--- config.mk ---
export PLATFORM = sky130hd
export DESIGN_NAME = pps_top
export DESIGN_NICKNAME = d
export VERILOG_FILES = /design/src/verilog/pps_pkg.sv /design/src/verilog/pps_probe_mux.sv /design/src/verilog/pps_top.sv
export SDC_FILE = /design/constraint.sdc
export NUM_CORES = 1
export LEC_CHECK = 0
export ABC_CLOCK_PERIOD_IN_PS = 2400
export BUFFER_PORTS_ARGS = -buffer_cell sky130_fd_sc_hd__clkbuf_2
export CORE_MARGIN = 1
export CORE_UTILIZATION = 45
export DETAILED_ROUTE_END_ITERATION = 10
export PLACE_DENSITY = 0.84
export REMOVE_ABC_BUFFERS = 1
export SYNTH_ARGS = -nofsm -noshare
export SYNTH_HDL_FRONTEND = slang
export SYNTH_HIERARCHICAL = 1
export SYNTH_SLANG_ARGS = --single-unit
--- constraint.sdc ---
create_clock -name sys_clk -period 2.4 [get_ports sys_clk]
set_input_delay 0.48 -clock sys_clk [delete_from_list [all_inputs] [get_ports sys_clk]]
set_output_delay 0.48 -clock sys_clk [all_outputs]
set_load 0.02 [all_outputs]
--- src/verilog/pps_pkg.sv ---
// Purpose: Constants for the probe pin control and silicon revision register bank.
// Assumes: Registers sit on 32-bit AXI4-Lite words at four times their index.
// Notes: Every offset, and the probe control field positions and value after reset, live here; the revision fields and value come from pps_top.

package pps_pkg;

   // ---------------------------------------------------------------
   // Bus geometry
   // ---------------------------------------------------------------
   localparam int PPS_ADDR_W = 12;
   localparam int PPS_DATA_W = 32;

   // ---------------------------------------------------------------
   // Register indices and byte addresses
   // ---------------------------------------------------------------
   localparam logic [7:0] PPS_IDX_PROBE_CTRL = 8'h47;
   localparam logic [7:0] PPS_IDX_REVISION = 8'h7F;
   localparam logic [PPS_ADDR_W-1:0] PPS_ADDR_PROBE_CTRL = {2'b00, PPS_IDX_PROBE_CTRL, 2'b00};
   localparam logic [PPS_ADDR_W-1:0] PPS_ADDR_REVISION = {2'b00, PPS_IDX_REVISION, 2'b00};

   // ---------------------------------------------------------------
   // Field layout and values after reset
   // ---------------------------------------------------------------
   localparam int PPS_FAST_SLEW_BIT = 7;
   localparam int PPS_SEL_LSB = 0;
   localparam int PPS_SEL_W = 4;
   localparam logic [7:0] PPS_PROBE_CTRL_RST = 8'h00;

   // ---------------------------------------------------------------
   // Probe source selector codes
   // ---------------------------------------------------------------
   localparam logic [3:0] PPS_SEL_TRI0 = 4'h0;
   localparam logic [3:0] PPS_SEL_TRI1 = 4'h1;
   localparam logic [3:0] PPS_SEL_LOW = 4'h2;
   localparam logic [3:0] PPS_SEL_HIGH = 4'h3;
   localparam logic [3:0] PPS_SEL_TX_ENV = 4'h4;
   localparam logic [3:0] PPS_SEL_TX_ACT = 4'h5;
   localparam logic [3:0] PPS_SEL_SECURE = 4'h6;
   localparam logic [3:0] PPS_SEL_RX_ENV = 4'h7;
   localparam logic [3:0] PPS_SEL_RX_ACT = 4'h8;
   localparam logic [3:0] PPS_SEL_RX_BIT = 4'h9;

   // ---------------------------------------------------------------
   // AXI responses
   // ---------------------------------------------------------------
   localparam logic [1:0] PPS_RESP_OKAY = 2'h0;
   localparam logic [1:0] PPS_RESP_DECERR = 2'h3;

   // ---------------------------------------------------------------
   // Channel states
   // ---------------------------------------------------------------
   typedef enum logic [1:0] {
      PPS_WR_COLLECT = 2'b00,
      PPS_WR_COMMIT = 2'b01,
      PPS_WR_RESP = 2'b10
   } pps_wr_state_t;

   typedef enum logic [0:0] {
      PPS_RD_IDLE = 1'b0,
      PPS_RD_RESP = 1'b1
   } pps_rd_state_t;

endpackage

--- src/verilog/pps_probe_mux.sv ---
// Purpose: Registered source selection and drive enable for the probe output pin.
// Assumes: All source signals are synchronous to sys_clk.
// Notes: Pin value and enable change one edge after the selector or a source changes.

`timescale 1ns/10ps

module pps_probe_mux (
   input wire logic sys_clk,
   input wire logic rstn,
   input wire logic [3:0] sel,
   input wire logic tx_envelope,
   input wire logic tx_active,
   input wire logic secure_module_serial_signal,
   input wire logic rx_envelope,
   input wire logic rx_active,
   input wire logic rx_bit,
   output logic pin_out,
   output logic pin_oe
);

   // ---------------------------------------------------------------
   // Selection
   // ---------------------------------------------------------------
   logic next_out;
   logic next_oe;

   assign next_oe = (sel >= pps_pkg::PPS_SEL_LOW) && (sel <= pps_pkg::PPS_SEL_RX_BIT);

   assign next_out =
      (sel == pps_pkg::PPS_SEL_LOW) ? 1'b0 :
      (sel == pps_pkg::PPS_SEL_HIGH) ? 1'b1 :
      (sel == pps_pkg::PPS_SEL_TX_ENV) ? tx_envelope :
      (sel == pps_pkg::PPS_SEL_TX_ACT) ? tx_active :
      (sel == pps_pkg::PPS_SEL_SECURE) ? secure_module_serial_signal :
      (sel == pps_pkg::PPS_SEL_RX_ENV) ? rx_envelope :
      (sel == pps_pkg::PPS_SEL_RX_ACT) ? rx_active :
      (sel == pps_pkg::PPS_SEL_RX_BIT) ? rx_bit :
      1'b0;

   // ---------------------------------------------------------------
   // Output flops
   // ---------------------------------------------------------------
   always_ff @(posedge sys_clk) begin
      if (!rstn) begin
         pin_out <= 1'b0;
         pin_oe <= 1'b0;
      end else begin
         pin_out <= next_out;
         pin_oe <= next_oe;
      end
   end

endmodule // pps_probe_mux

--- src/verilog/pps_top.sv ---
// Purpose: Probe pin control and silicon revision registers behind an AXI4-Lite slave.
// Assumes: One clock; source signals and bus inputs are synchronous to sys_clk.
// Notes: One write and one read may be under way at the same time, each on its own path.
//
// Local design decision: the AXI4-Lite slave port.

`timescale 1ns/10ps

module pps_top #(
   // Arbitrary value, not tied to any real part.
   parameter logic [3:0] REV_MAJOR = 4'h1,
   // Arbitrary value, not tied to any real part.
   parameter logic [3:0] REV_MINOR = 4'h0
) (
   input wire logic sys_clk,
   input wire logic rstn,
   input wire logic [pps_pkg::PPS_ADDR_W-1:0] s_axi_awaddr,
   input wire logic [2:0] s_axi_awprot,
   input wire logic s_axi_awvalid,
   output logic s_axi_awready,
   input wire logic [pps_pkg::PPS_DATA_W-1:0] s_axi_wdata,
   input wire logic [3:0] s_axi_wstrb,
   input wire logic s_axi_wvalid,
   output logic s_axi_wready,
   output logic [1:0] s_axi_bresp,
   output logic s_axi_bvalid,
   input wire logic s_axi_bready,
   input wire logic [pps_pkg::PPS_ADDR_W-1:0] s_axi_araddr,
   input wire logic [2:0] s_axi_arprot,
   input wire logic s_axi_arvalid,
   output logic s_axi_arready,
   output logic [pps_pkg::PPS_DATA_W-1:0] s_axi_rdata,
   output logic [1:0] s_axi_rresp,
   output logic s_axi_rvalid,
   input wire logic s_axi_rready,
   input wire logic tx_envelope,
   input wire logic tx_active,
   input wire logic secure_module_serial_signal,
   input wire logic rx_envelope,
   input wire logic rx_active,
   input wire logic rx_bit,
   output logic probe_output_pin_out,
   output logic probe_output_pin_oe,
   output logic fast_slew_enable
);

   // ---------------------------------------------------------------
   // Address decode
   // ---------------------------------------------------------------
   // Returns 2'b01 for the control word, 2'b10 for revision, 2'b00 when unmapped.
   function automatic logic [1:0] pps_decode(input logic [pps_pkg::PPS_ADDR_W-1:0] addr);
      logic [1:0] hit;
      logic [pps_pkg::PPS_ADDR_W-3:0] word_idx;
      hit = 2'b00;
      word_idx = addr[pps_pkg::PPS_ADDR_W-1:2];
      if (word_idx == pps_pkg::PPS_ADDR_PROBE_CTRL[pps_pkg::PPS_ADDR_W-1:2]) begin
         hit = 2'b01;
      end else if (word_idx == pps_pkg::PPS_ADDR_REVISION[pps_pkg::PPS_ADDR_W-1:2]) begin
         hit = 2'b10;
      end
      return hit;
   endfunction

   // ---------------------------------------------------------------
   // Register state
   // ---------------------------------------------------------------
   logic [pps_pkg::PPS_SEL_W-1:0] probe_source_select;
   logic [7:0] probe_pin_control;
   logic [7:0] silicon_revision;

   assign probe_pin_control = {fast_slew_enable, 3'b000, probe_source_select};
   assign silicon_revision = {REV_MAJOR, REV_MINOR};

   // ---------------------------------------------------------------
   // Write channel
   // ---------------------------------------------------------------
   pps_pkg::pps_wr_state_t wr_state;
   pps_pkg::pps_wr_state_t next_wr_state;
   logic [pps_pkg::PPS_ADDR_W-1:0] wr_addr;
   logic [7:0] wr_byte;
   logic wr_lane0;
   logic aw_take;
   logic w_take;
   logic aw_done;
   logic w_done;
   logic [1:0] wr_hit;
   logic do_write;
   logic ctrl_write;

   assign aw_take = s_axi_awvalid && s_axi_awready;
   assign w_take = s_axi_wvalid && s_axi_wready;
   assign wr_hit = pps_decode(wr_addr);
   assign do_write = (wr_state == pps_pkg::PPS_WR_COMMIT);
   assign ctrl_write = do_write && (wr_hit == 2'b01) && wr_lane0;

   always_comb begin
      next_wr_state = wr_state;
      case (wr_state)
         pps_pkg::PPS_WR_COLLECT: begin
            if ((aw_done || aw_take) && (w_done || w_take)) begin
               next_wr_state = pps_pkg::PPS_WR_COMMIT;
            end
         end
         pps_pkg::PPS_WR_COMMIT: begin
            next_wr_state = pps_pkg::PPS_WR_RESP;
         end
         pps_pkg::PPS_WR_RESP: begin
            if (s_axi_bready) begin
               next_wr_state = pps_pkg::PPS_WR_COLLECT;
            end
         end
         default: begin
            next_wr_state = pps_pkg::PPS_WR_COLLECT;
         end
      endcase
   end

   always_ff @(posedge sys_clk) begin
      if (!rstn) begin
         wr_state <= pps_pkg::PPS_WR_COLLECT;
      end else begin
         wr_state <= next_wr_state;
      end
   end

   always_ff @(posedge sys_clk) begin
      if (!rstn) begin
         aw_done <= 1'b0;
         s_axi_awready <= 1'b1;
         wr_addr <= '0;
      end else if (aw_take) begin
         aw_done <= 1'b1;
         s_axi_awready <= 1'b0;
         wr_addr <= s_axi_awaddr;
      end else if (do_write) begin
         aw_done <= 1'b0;
      end else if (s_axi_bvalid && s_axi_bready) begin
         s_axi_awready <= 1'b1;
      end
   end

   always_ff @(posedge sys_clk) begin
      if (!rstn) begin
         w_done <= 1'b0;
         s_axi_wready <= 1'b1;
         wr_byte <= 8'h00;
         wr_lane0 <= 1'b0;
      end else if (w_take) begin
         w_done <= 1'b1;
         s_axi_wready <= 1'b0;
         wr_byte <= s_axi_wdata[7:0];
         wr_lane0 <= s_axi_wstrb[0];
      end else if (do_write) begin
         w_done <= 1'b0;
      end else if (s_axi_bvalid && s_axi_bready) begin
         s_axi_wready <= 1'b1;
      end
   end

   always_ff @(posedge sys_clk) begin
      if (!rstn) begin
         s_axi_bvalid <= 1'b0;
         s_axi_bresp <= pps_pkg::PPS_RESP_OKAY;
      end else if (do_write) begin
         s_axi_bvalid <= 1'b1;
         s_axi_bresp <= (wr_hit == 2'b00) ? pps_pkg::PPS_RESP_DECERR : pps_pkg::PPS_RESP_OKAY;
      end else if (s_axi_bready) begin
         s_axi_bvalid <= 1'b0;
      end
   end

   // ---------------------------------------------------------------
   // Control register
   // ---------------------------------------------------------------
   always_ff @(posedge sys_clk) begin
      if (!rstn) begin
         fast_slew_enable <= pps_pkg::PPS_PROBE_CTRL_RST[pps_pkg::PPS_FAST_SLEW_BIT];
         probe_source_select <= pps_pkg::PPS_PROBE_CTRL_RST[pps_pkg::PPS_SEL_W-1:0];
      end else if (ctrl_write) begin
         fast_slew_enable <= wr_byte[pps_pkg::PPS_FAST_SLEW_BIT];
         probe_source_select <= wr_byte[pps_pkg::PPS_SEL_LSB +: pps_pkg::PPS_SEL_W];
      end
   end

   // ---------------------------------------------------------------
   // Read channel
   // ---------------------------------------------------------------
   pps_pkg::pps_rd_state_t rd_state;
   logic ar_take;
   logic [1:0] rd_hit;
   logic [pps_pkg::PPS_DATA_W-1:0] rd_word;

   assign ar_take = s_axi_arvalid && s_axi_arready;
   assign rd_hit = pps_decode(s_axi_araddr);
   assign rd_word = (rd_hit == 2'b01) ? {24'h000000, probe_pin_control} :
                    (rd_hit == 2'b10) ? {24'h000000, silicon_revision} :
                    32'h00000000;

   always_ff @(posedge sys_clk) begin
      if (!rstn) begin
         rd_state <= pps_pkg::PPS_RD_IDLE;
         s_axi_arready <= 1'b1;
         s_axi_rvalid <= 1'b0;
         s_axi_rdata <= 32'h00000000;
         s_axi_rresp <= pps_pkg::PPS_RESP_OKAY;
      end else begin
         case (rd_state)
            pps_pkg::PPS_RD_IDLE: begin
               if (ar_take) begin
                  rd_state <= pps_pkg::PPS_RD_RESP;
                  s_axi_arready <= 1'b0;
                  s_axi_rvalid <= 1'b1;
                  s_axi_rdata <= rd_word;
                  s_axi_rresp <= (rd_hit == 2'b00) ? pps_pkg::PPS_RESP_DECERR :
                                 pps_pkg::PPS_RESP_OKAY;
               end
            end
            pps_pkg::PPS_RD_RESP: begin
               if (s_axi_rready) begin
                  rd_state <= pps_pkg::PPS_RD_IDLE;
                  s_axi_arready <= 1'b1;
                  s_axi_rvalid <= 1'b0;
               end
            end
            default: begin
               rd_state <= pps_pkg::PPS_RD_IDLE;
               s_axi_arready <= 1'b1;
               s_axi_rvalid <= 1'b0;
            end
         endcase
      end
   end

   // ---------------------------------------------------------------
   // Probe pin
   // ---------------------------------------------------------------
   pps_probe_mux u_probe_mux (
      .sys_clk(sys_clk),
      .rstn(rstn),
      .sel(probe_source_select),
      .tx_envelope(tx_envelope),
      .tx_active(tx_active),
      .secure_module_serial_signal(secure_module_serial_signal),
      .rx_envelope(rx_envelope),
      .rx_active(rx_active),
      .rx_bit(rx_bit),
      .pin_out(probe_output_pin_out),
      .pin_oe(probe_output_pin_oe)
   );

endmodule // pps_top

==> reports/results.txt, run 1 <==
The core footprint is 4060 µm², and the number of clock sinks seen by CTS is 41. The tools report the number of inserted diodes as 0. The synthesized design contains 0 enable-type register cells.

The routed design has 3690 µm of wire. The mux contribution to synthesized area was 0.0429; the portion of the post-synthesis area used by sequential elements was 0.426. The maximum buffer depth of the clock tree was 2. The synthesized design contains 41 register bits.

The synthesized netlist cell count was 212. For the sum of internal, switching and leakage power, the log shows 1590 µW. Power spread over the standard cell area amounts to 708 nW/µm². The share of synthesized registers carrying an async set or reset works out to 0. Pin placement for this block handled 123 I/O pins. For this run the aggregate overflow at the end of global routing stands at 0.

Averaged over all synthesized cells, the footprint is 9.09 µm². The pin count of the biggest net entering global routing was 40; the relative area change from synthesis to final layout was 16.7%. From left edge to right edge, the die measures 67.4 µm. After floorplanning, the core was divided into 23 placement rows.

Input and output buffers added on the ports amount to 56. After detailed routing, the average wire length per cell comes to 11.6 µm. The logs give 0 for the max-slew violation count and 0 for the count of unresolved DRC violations after routing. For the final routed database, the setup TNS stands at 0 ns. The share of the synthesized area in compound gates (AO/OA/AOI/OAI) is 0.160.

Leaving out fill and tap cells, the most frequent cell in the layout is clkbuf_2. The tightest hold path in the finished design has a slack of 0.407 ns. The die height came out at 67.4 µm.

Buffers added to address setup during post-CTS repair amount to 0. In the layout the commonest cells are 56 x clkbuf_2, 44 x nand2_1, 41 x dfxtp_1, 26 x conb_1, 20 x a21boi_0. The post-detailed-route via-to-cell ratio came out at 4.87.

The relative slew slack is 0.574, and the post-detailed-route count of antenna-violating nets is 0. The root buffer cell chosen for the clock tree is clkbuf_8. Data on the critical path arrives at its endpoint at 1.86 ns.

For the cell area after synthesis, the log shows 1930 µm². The number of different library cells used by synthesis comes to 39. The static leakage power was 0.000980 µW.

After synthesis, the largest family of logic cells by area is simple AND/OR/NAND/NOR gates. Of all nets on the critical path, the largest fanout is 5. Summed over all nets, the half-perimeter wirelength after detailed placement is 2790 µm.

Buffers inserted to repair hold after CTS numbered 0. At the end of the flow, the number of nets in the layout was 345. For the worst setup path, the data required time is 2.64 ns.

The tightest min-delay check is of the input port to flip-flop type. On the final layout, the worst clock skew is 0.00628 ns. TritonCTS built the clock tree. The final clock period utilization by the worst path is 0.674, and the starting density of the core is 0.475. The share of final-layout standard cells stronger than drive strength 1 came out at 0.277. The number of global-route vias before repair was 1373.

Setup repair after global routing left no endpoint under its margin. Clock-pin slew was measured on the worst setup and hold paths at 0.08 ns. The flow ran to the end, and the final reports show no timing, DRC or antenna violations.

The tool flagged a number of max-cap violations equal to 0. The critical path is of the flip-flop to flip-flop type. TritonCTS created 5 clock buffers. The post-synthesis adder-cell area fraction was 0; the maximum achievable frequency was 618 MHz. After the first detailed-routing iteration, the DRC count stood at 66. Full die area: 4550 µm². Setup violations remaining at the end of the flow were counted as 0. The worst path in the final design needs a cycle of 1.62 ns, including I/O delays and setup.

The weighted congestion reported at the end of routability-driven placement is 0.691, and the initial antenna violation count is 0. The first global-routing pass estimated 5800 µm of wire. The run gives 6 as the warning count from the yosys run. The most used flip-flop cell after synthesis is dfxtp_1. Share of the synthesized netlist area taken by xor and xnor gates: 0. The via count was 1543. The post-cts sizing count is 0. Measured slew at the worst slew-check pin: 0.639 ns. The final hold violation count came out at 0. The maximum level of the CTS H-tree was 2; the clock latency at the later pin of the worst-skew pair was 0.30 ns. The area fraction in and, or, nand and nor cells after synthesis is 0.229. For the total global-route track usage, the log shows 0.172. STA classifies the critical path endpoint as a flip-flop. The worst setup path is launched from a flip-flop. The logs give 0.000428 V for the worst IR drop on VDD and 6 for the first-pass iteration count of the detailed router.
worst max-delay path, cell delays in order (launching register included):
cell,delay (ns)
dfxtp_1,0.34
or4b_4,0.56
nor4_4,0.42
mux2i_1,0.24
state kept, by name (all words and copies together), names as in the netlist:
| name | flops |
|---|---|
| w_done | 1 |
| s_axi_bresp | 1 |
| wr_byte | 5 |
| s_axi_rvalid | 1 |
| wr_lane0 | 1 |
| wr_state | 2 |
| fast_slew_enable | 1 |
| rd_state | 1 |
| s_axi_awready | 1 |
| s_axi_rresp | 1 |
| u_probe_mux/pin_out | 1 |
| wr_addr | 10 |
| s_axi_wready | 1 |
| s_axi_rdata | 6 |
| u_probe_mux/pin_oe | 1 |
| probe_source_select | 4 |
| s_axi_arready | 1 |
| aw_done | 1 |
| s_axi_bvalid | 1 |
cell families (layout without fill, tap and decap cells):
logic type | count (synthesis) | in the layout
mux | 7 | 7
simple gates | 84 | 84
compound gates | 41 | 41
other cells | 1 | 26
flops | 41 | 41
buf+inv | 38 | 68
layer usage:
layer  GRT usage  wire [µm]  vias up
met5           0          0        -
met4      0.0957         93        0
met3      0.0541        201        9
met2       0.281       1730       51
met1       0.198       1660      689
li1            -          -      794
Yosys cell counts, types with 3 or more instances:
library cell / number / area share
buf_4: 29 / 0.11
o31ai_1: 3 / 0.012
mux2i_1: 6 / 0.031
nand3_1: 12 / 0.031
a21boi_0: 20 / 0.078
o21ai_0: 5 / 0.013
dfxtp_1: 41 / 0.43
nand2b_1: 4 / 0.013
nor3b_1: 3 / 0.012
nand2_1: 44 / 0.086
clkbuf_1: 5 / 0.0097
or3_1: 3 / 0.0097
nor2b_1: 3 / 0.0097
power by group:
part	leakage (µW)	switching [µW]	internal [µW]	total, µW
combinational	0.000577	123	70.9	194
clock	0.0000681	246	413	659
sequential	0.000335	25.5	714	739
total	0.000980	395	1200	1590
final timing paths:
| check | start | to | slack, ns | cells after the start |
|---|---|---|---|---|
| max | wr_addr[5] | probe_source_select[1] | 0.78 | 3 |
| min | s_axi_awaddr[10] | wr_addr[10] | 0.41 | 3 |
| max reg2reg | wr_addr[5] | probe_source_select[1] | 0.78 | 3 |
| min reg2reg | wr_lane0 | wr_lane0 | 0.46 | 2 |
stage by stage:
stage / utilization / area, µm² / std cells / worst slack [ns]
floorplan: - / 1760 / 201 / 0.745
detailed placement: 0.521 / 2110 / 309 / 0.489
global placement: 0.521 / 2110 / 309 / 0.635
finish: 0.554 / 2250 / 317 / 0.782
global route: 0.554 / 2250 / 317 / 0.709
CTS: 0.554 / 2250 / 317 / 0.773
area by class of cell:
| class | count | area [µm²] |
|---|---|---|
| timing repair buffer | 58 | 295 |
| inverter | 2 | 7.51 |
| sequential | 41 | 821 |
| multi-input combinational | 158 | 928 |
| clock inverter | 3 | 65.1 |
| fill | 401 | 1810 |
| tap | 50 | 62.6 |
| clock buffer | 5 | 68.8 |
Note: power is estimated with default switching activity, not from simulation.
==> run 2: changes to the inputs <==
--- a/config.mk
+++ b/config.mk
@@ -5,12 +5,13 @@
 export SDC_FILE = /design/constraint.sdc
 export NUM_CORES = 1
 export LEC_CHECK = 0
-export ABC_CLOCK_PERIOD_IN_PS = 2400
+export ABC_AREA = 1
+export ABC_CLOCK_PERIOD_IN_PS = 1400
 export BUFFER_PORTS_ARGS = -buffer_cell sky130_fd_sc_hd__clkbuf_2
 export CORE_MARGIN = 1
-export CORE_UTILIZATION = 45
+export CORE_UTILIZATION = 38
 export DETAILED_ROUTE_END_ITERATION = 10
-export PLACE_DENSITY = 0.84
+export PLACE_DENSITY = 0.76
 export REMOVE_ABC_BUFFERS = 1
 export SYNTH_ARGS = -nofsm -noshare
 export SYNTH_HDL_FRONTEND = slang
==> constraint.sdc (replaced) <==
create_clock -name sys_clk -period 1.4 [get_ports sys_clk]
set_input_delay 0.28 -clock sys_clk [delete_from_list [all_inputs] [get_ports sys_clk]]
set_output_delay 0.28 -clock sys_clk [all_outputs]
set_load 0.02 [all_outputs]
==> run 2 against run 1 <==
  * Synthesized cell count is 29% higher
  * Critical endpoint is now probe_source_select[3]
  * Area after synthesis stayed put
  * Highest routed layer unchanged
  * Sequential power is 73% higher
  * Wire length is 7.1% lower
  * Largest power group unchanged
  * Clock power is 16% higher
  * Die area is 18% higher
  * Clock skew is 0.0013 ns lower
  * Cell area is 0.95% higher
==> reports/results.txt, run 2 <==
The run finished with clean final reports. The routed wirelength normalized by instance count is 8.55 µm, and the setup skew after layout is 0.00502 ns. Worst min-delay path category: input port to flip-flop. For this run, the number of Yosys warnings is 6. For the full die area, the log shows 5360 µm².

The pin count of the biggest net entering global routing is 17, and the count of input and output buffers is 56. Using the TritonRoute via totals, the vias-per-cell ratio works out to 4.16. In this run the worst path has a maximum fanout of 10. The internal portion of the total power is 1750 µW. The met2 layer usage reported by global route came out at 0.244. The sum of overflow across all layers after global routing is 0, and the via count is 1667. The synthesized netlist cell count is 274.

After layout, the worst setup slack is 0.281 ns. The tools report the global-route wire length before repair as 5900 µm. After synthesis, the most frequently instantiated cells are 55 x nor2_1, 52 x nand2_1, 41 x dfxtp_1, 28 x buf_4, 28 x inv_1.

The path with the worst hold slack has its endpoint at s_axi_arready. In this run, post-CTS repair resized a total of 0 instances. Worst hold margin: 0.232 ns.

Summed over all layers, the routed wires come to 3430 µm. TritonCTS built the clock tree. For the filler cell count, the log shows 508. The share of final-layout standard cells stronger than drive strength 1 came out at 0.240. The library cell used most frequently in the layout, excluding fill and tap cells, is clkbuf_2. The switching power share of the total came out at 0.272.

For the total global-route track usage, the log shows 0.147. The post-CTS setup buffer count was 0; the maximum achievable frequency was 893 MHz. Max-slew violation count: 0. nor2_1 is the most common cell in the netlist.

Along the worst hold path, the cell count comes to 3. The final clock period utilization by the worst path is 0.800, and the detailed router's first-iteration violation count is 57. The tool flagged a number of max-cap violations equal to 0.

Count of unresolved DRC violations after routing: 0. Setup repair after global routing left no endpoint under its margin. The detail route stage leaves a number of antenna-violating nets equal to 0.

The logs give 0.426 for the portion of the post-synthesis area used by sequential elements and 3 for the first-pass iteration count of the detailed router. Yosys mapped the design onto 23 distinct sky130hd cell types. The worst register-to-register path ends at probe_source_select[3]. Power comes to 2410 µW. The clock share of power was 0.317; the part of the total power dissipated in combinational logic was 0.153. The worst IR drop on VDD is 0.000616 V. Layer carrying the most global-route usage: met2.

The tools report the register-to-register setup slack as 0.28 ns. The initial antenna violation count is 0, and the worst setup timing slack at the placement stage is 0.265 ns. Yosys mapped a number of flops with a built-in enable equal to 0. The run gives 0.163 as the met1 global-route usage. In this run the vertical extent of the chip is 73.2 µm.

At the end of routability-driven placement, the weighted congestion stood at 0.783. The clock slew at the register clock pins of the worst setup and hold paths works out to 0.07 ns. In the final layout, the registers with the most flip-flops are wr_addr x10, s_axi_rdata x6, wr_byte x5. For the worst setup path, the data arrival time is 1.31 ns. The hold path startpoint was s_axi_rready.

In this run the power spent charging and discharging nets is 654 µW. The later pin in the worst-skew pair is clocked with a latency of 0.29 ns. The tools report the final hold violation count as 0.

The tools report the starting density of the core as 0.403. The clock net in this run drives a total of 41 sinks. The most used flip-flop cell after synthesis is dfxtp_1. The routing usage on met3 is 0.0622. The clock passes through at most 2 buffers. Reg-to-reg critical path startpoint: wr_state[0].

The register bit total from synthesis came out at 41. The worst setup path is of the flip-flop to flip-flop kind. The cell area after synthesis was 1930 µm².

Setup violations remaining at the end of the flow were counted as 0. Flip-flop count of the largest register, all copies and words added: 10. The power per standard cell area works out to 1060 nW/µm². In this run the mean area of a mapped cell was 7.03 µm². Summed over all failing endpoints, the final setup total negative slack is 0 ns. The floorplan step set the die width to 73.2 µm. In this run the static leakage power is 0.00117 µW. In the layout the commonest cells are 56 x clkbuf_2, 55 x nor2_1, 52 x nand2_1, 41 x dfxtp_1, 28 x inv_1. The share of synthesized registers carrying an async set or reset is 0. In this run the standard cell core region covers 4790 µm².

Number of cell instances on the worst register-to-register path: 7. The logs give 0.531 for the portion of total power attributed to sequential cells and 0 for the number of inserted diodes. The root buffer cell chosen for the clock tree is clkbuf_8.

The HPWL after detailed placement is 2720 µm. The cell type contributing the most total cell area after synthesis is dfxtp_1. For the hold buffer count at cts, the log shows 0.

The clock period minus final worst setup slack was 1.12 ns. The worst setup path is launched from a flip-flop. The number of top-level pins is 123. The relative area change from synthesis to final layout is 17.8%, and the maximum level of the CTS H-tree is 2. The run gives 1468 as the number of global-route vias before repair. The run gives 413 as the net total in the final layout. The area share of the largest cell type after synthesis works out to 0.426.

By area the synthesized netlist is led by dfxtp_1 43%, buf_4 11%, nor2_1 11%. STA classifies the critical path endpoint as a flip-flop. Counting the buffers created by CTS gives 5.

The tools report the total number of placement rows as 25. The top register by number of flip-flops is wr_addr. For the data required time of the worst path, the log shows 1.59 ns.
==> run 2: logic make-up after synthesis <==
family | synth area share
and+or+nand+nor | 0.273
buffers and inverters | 0.186
AOI/OAI and AO/OA | 0.113
DFF | 0.426
other | 0.00195
==> run 2: area by class of cell <==
cell class | instances | area (µm²) | share of cell area
multi-input combinational | 193 | 841 | 0.370
sequential | 41 | 821 | 0.362
timing repair buffer | 61 | 318 | 0.140
tap | 67 | 83.8 | 0.0369
clock buffer | 7 | 86.3 | 0.0380
inverter | 32 | 120 | 0.0529
==> run 2: power by group through the flow <==
stage          clock (µW)  combinational (µW)  sequential (µW)
6_report              762                 367             1280
5_1_grt               854                 415             1290
4_1_cts               797                 371             1280
3_5_place_dp            0                 370             1300
3_3_place_gp            0                 362             1300
2_1_floorplan           0                 211             1330
==> run 2: through the flow <==
| stage | cells | area [µm²] | utilization |
|---|---|---|---|
| 4_1_cts | 401 | 2270 | 0.474 |
| 3_3_place_gp | 394 | 2180 | 0.456 |
| 2_1_floorplan | 266 | 1780 | - |
| 5_1_grt | 401 | 2270 | 0.474 |
| 3_5_place_dp | 394 | 2180 | 0.456 |
| 6_report | 401 | 2270 | 0.474 |
==> run 2: worst max-delay path by stage <==
| stage | from | to | depth (start not counted) |
|---|---|---|---|
| floorplan | s_axi_awready | aw_done | 4 |
| global placement | rstn | s_axi_rvalid | 5 |
| detailed placement | rstn | s_axi_rvalid | 5 |
| CTS | s_axi_arready | s_axi_arready | 1 |
| global route | wr_state[0] | probe_source_select[0] | 7 |
| finish | wr_state[0] | probe_source_select[3] | 7 |
==> run 2: routing by layer <==
metal  wire [µm]  vias up
li1            -      908
met1        1510      701
met2        1640       53
met3         222        5
met4          57        0
met5           0        -
==> run 2: worst max-delay path, stage by stage, from the launching register on <==
cell	delay [ns]
dfxtp_1	0.35
inv_2	0.06
nor2_4	0.14
nand2_2	0.08
nor2_4	0.12
nand2_4	0.10
nor2_1	0.11
nor2_1	0.05
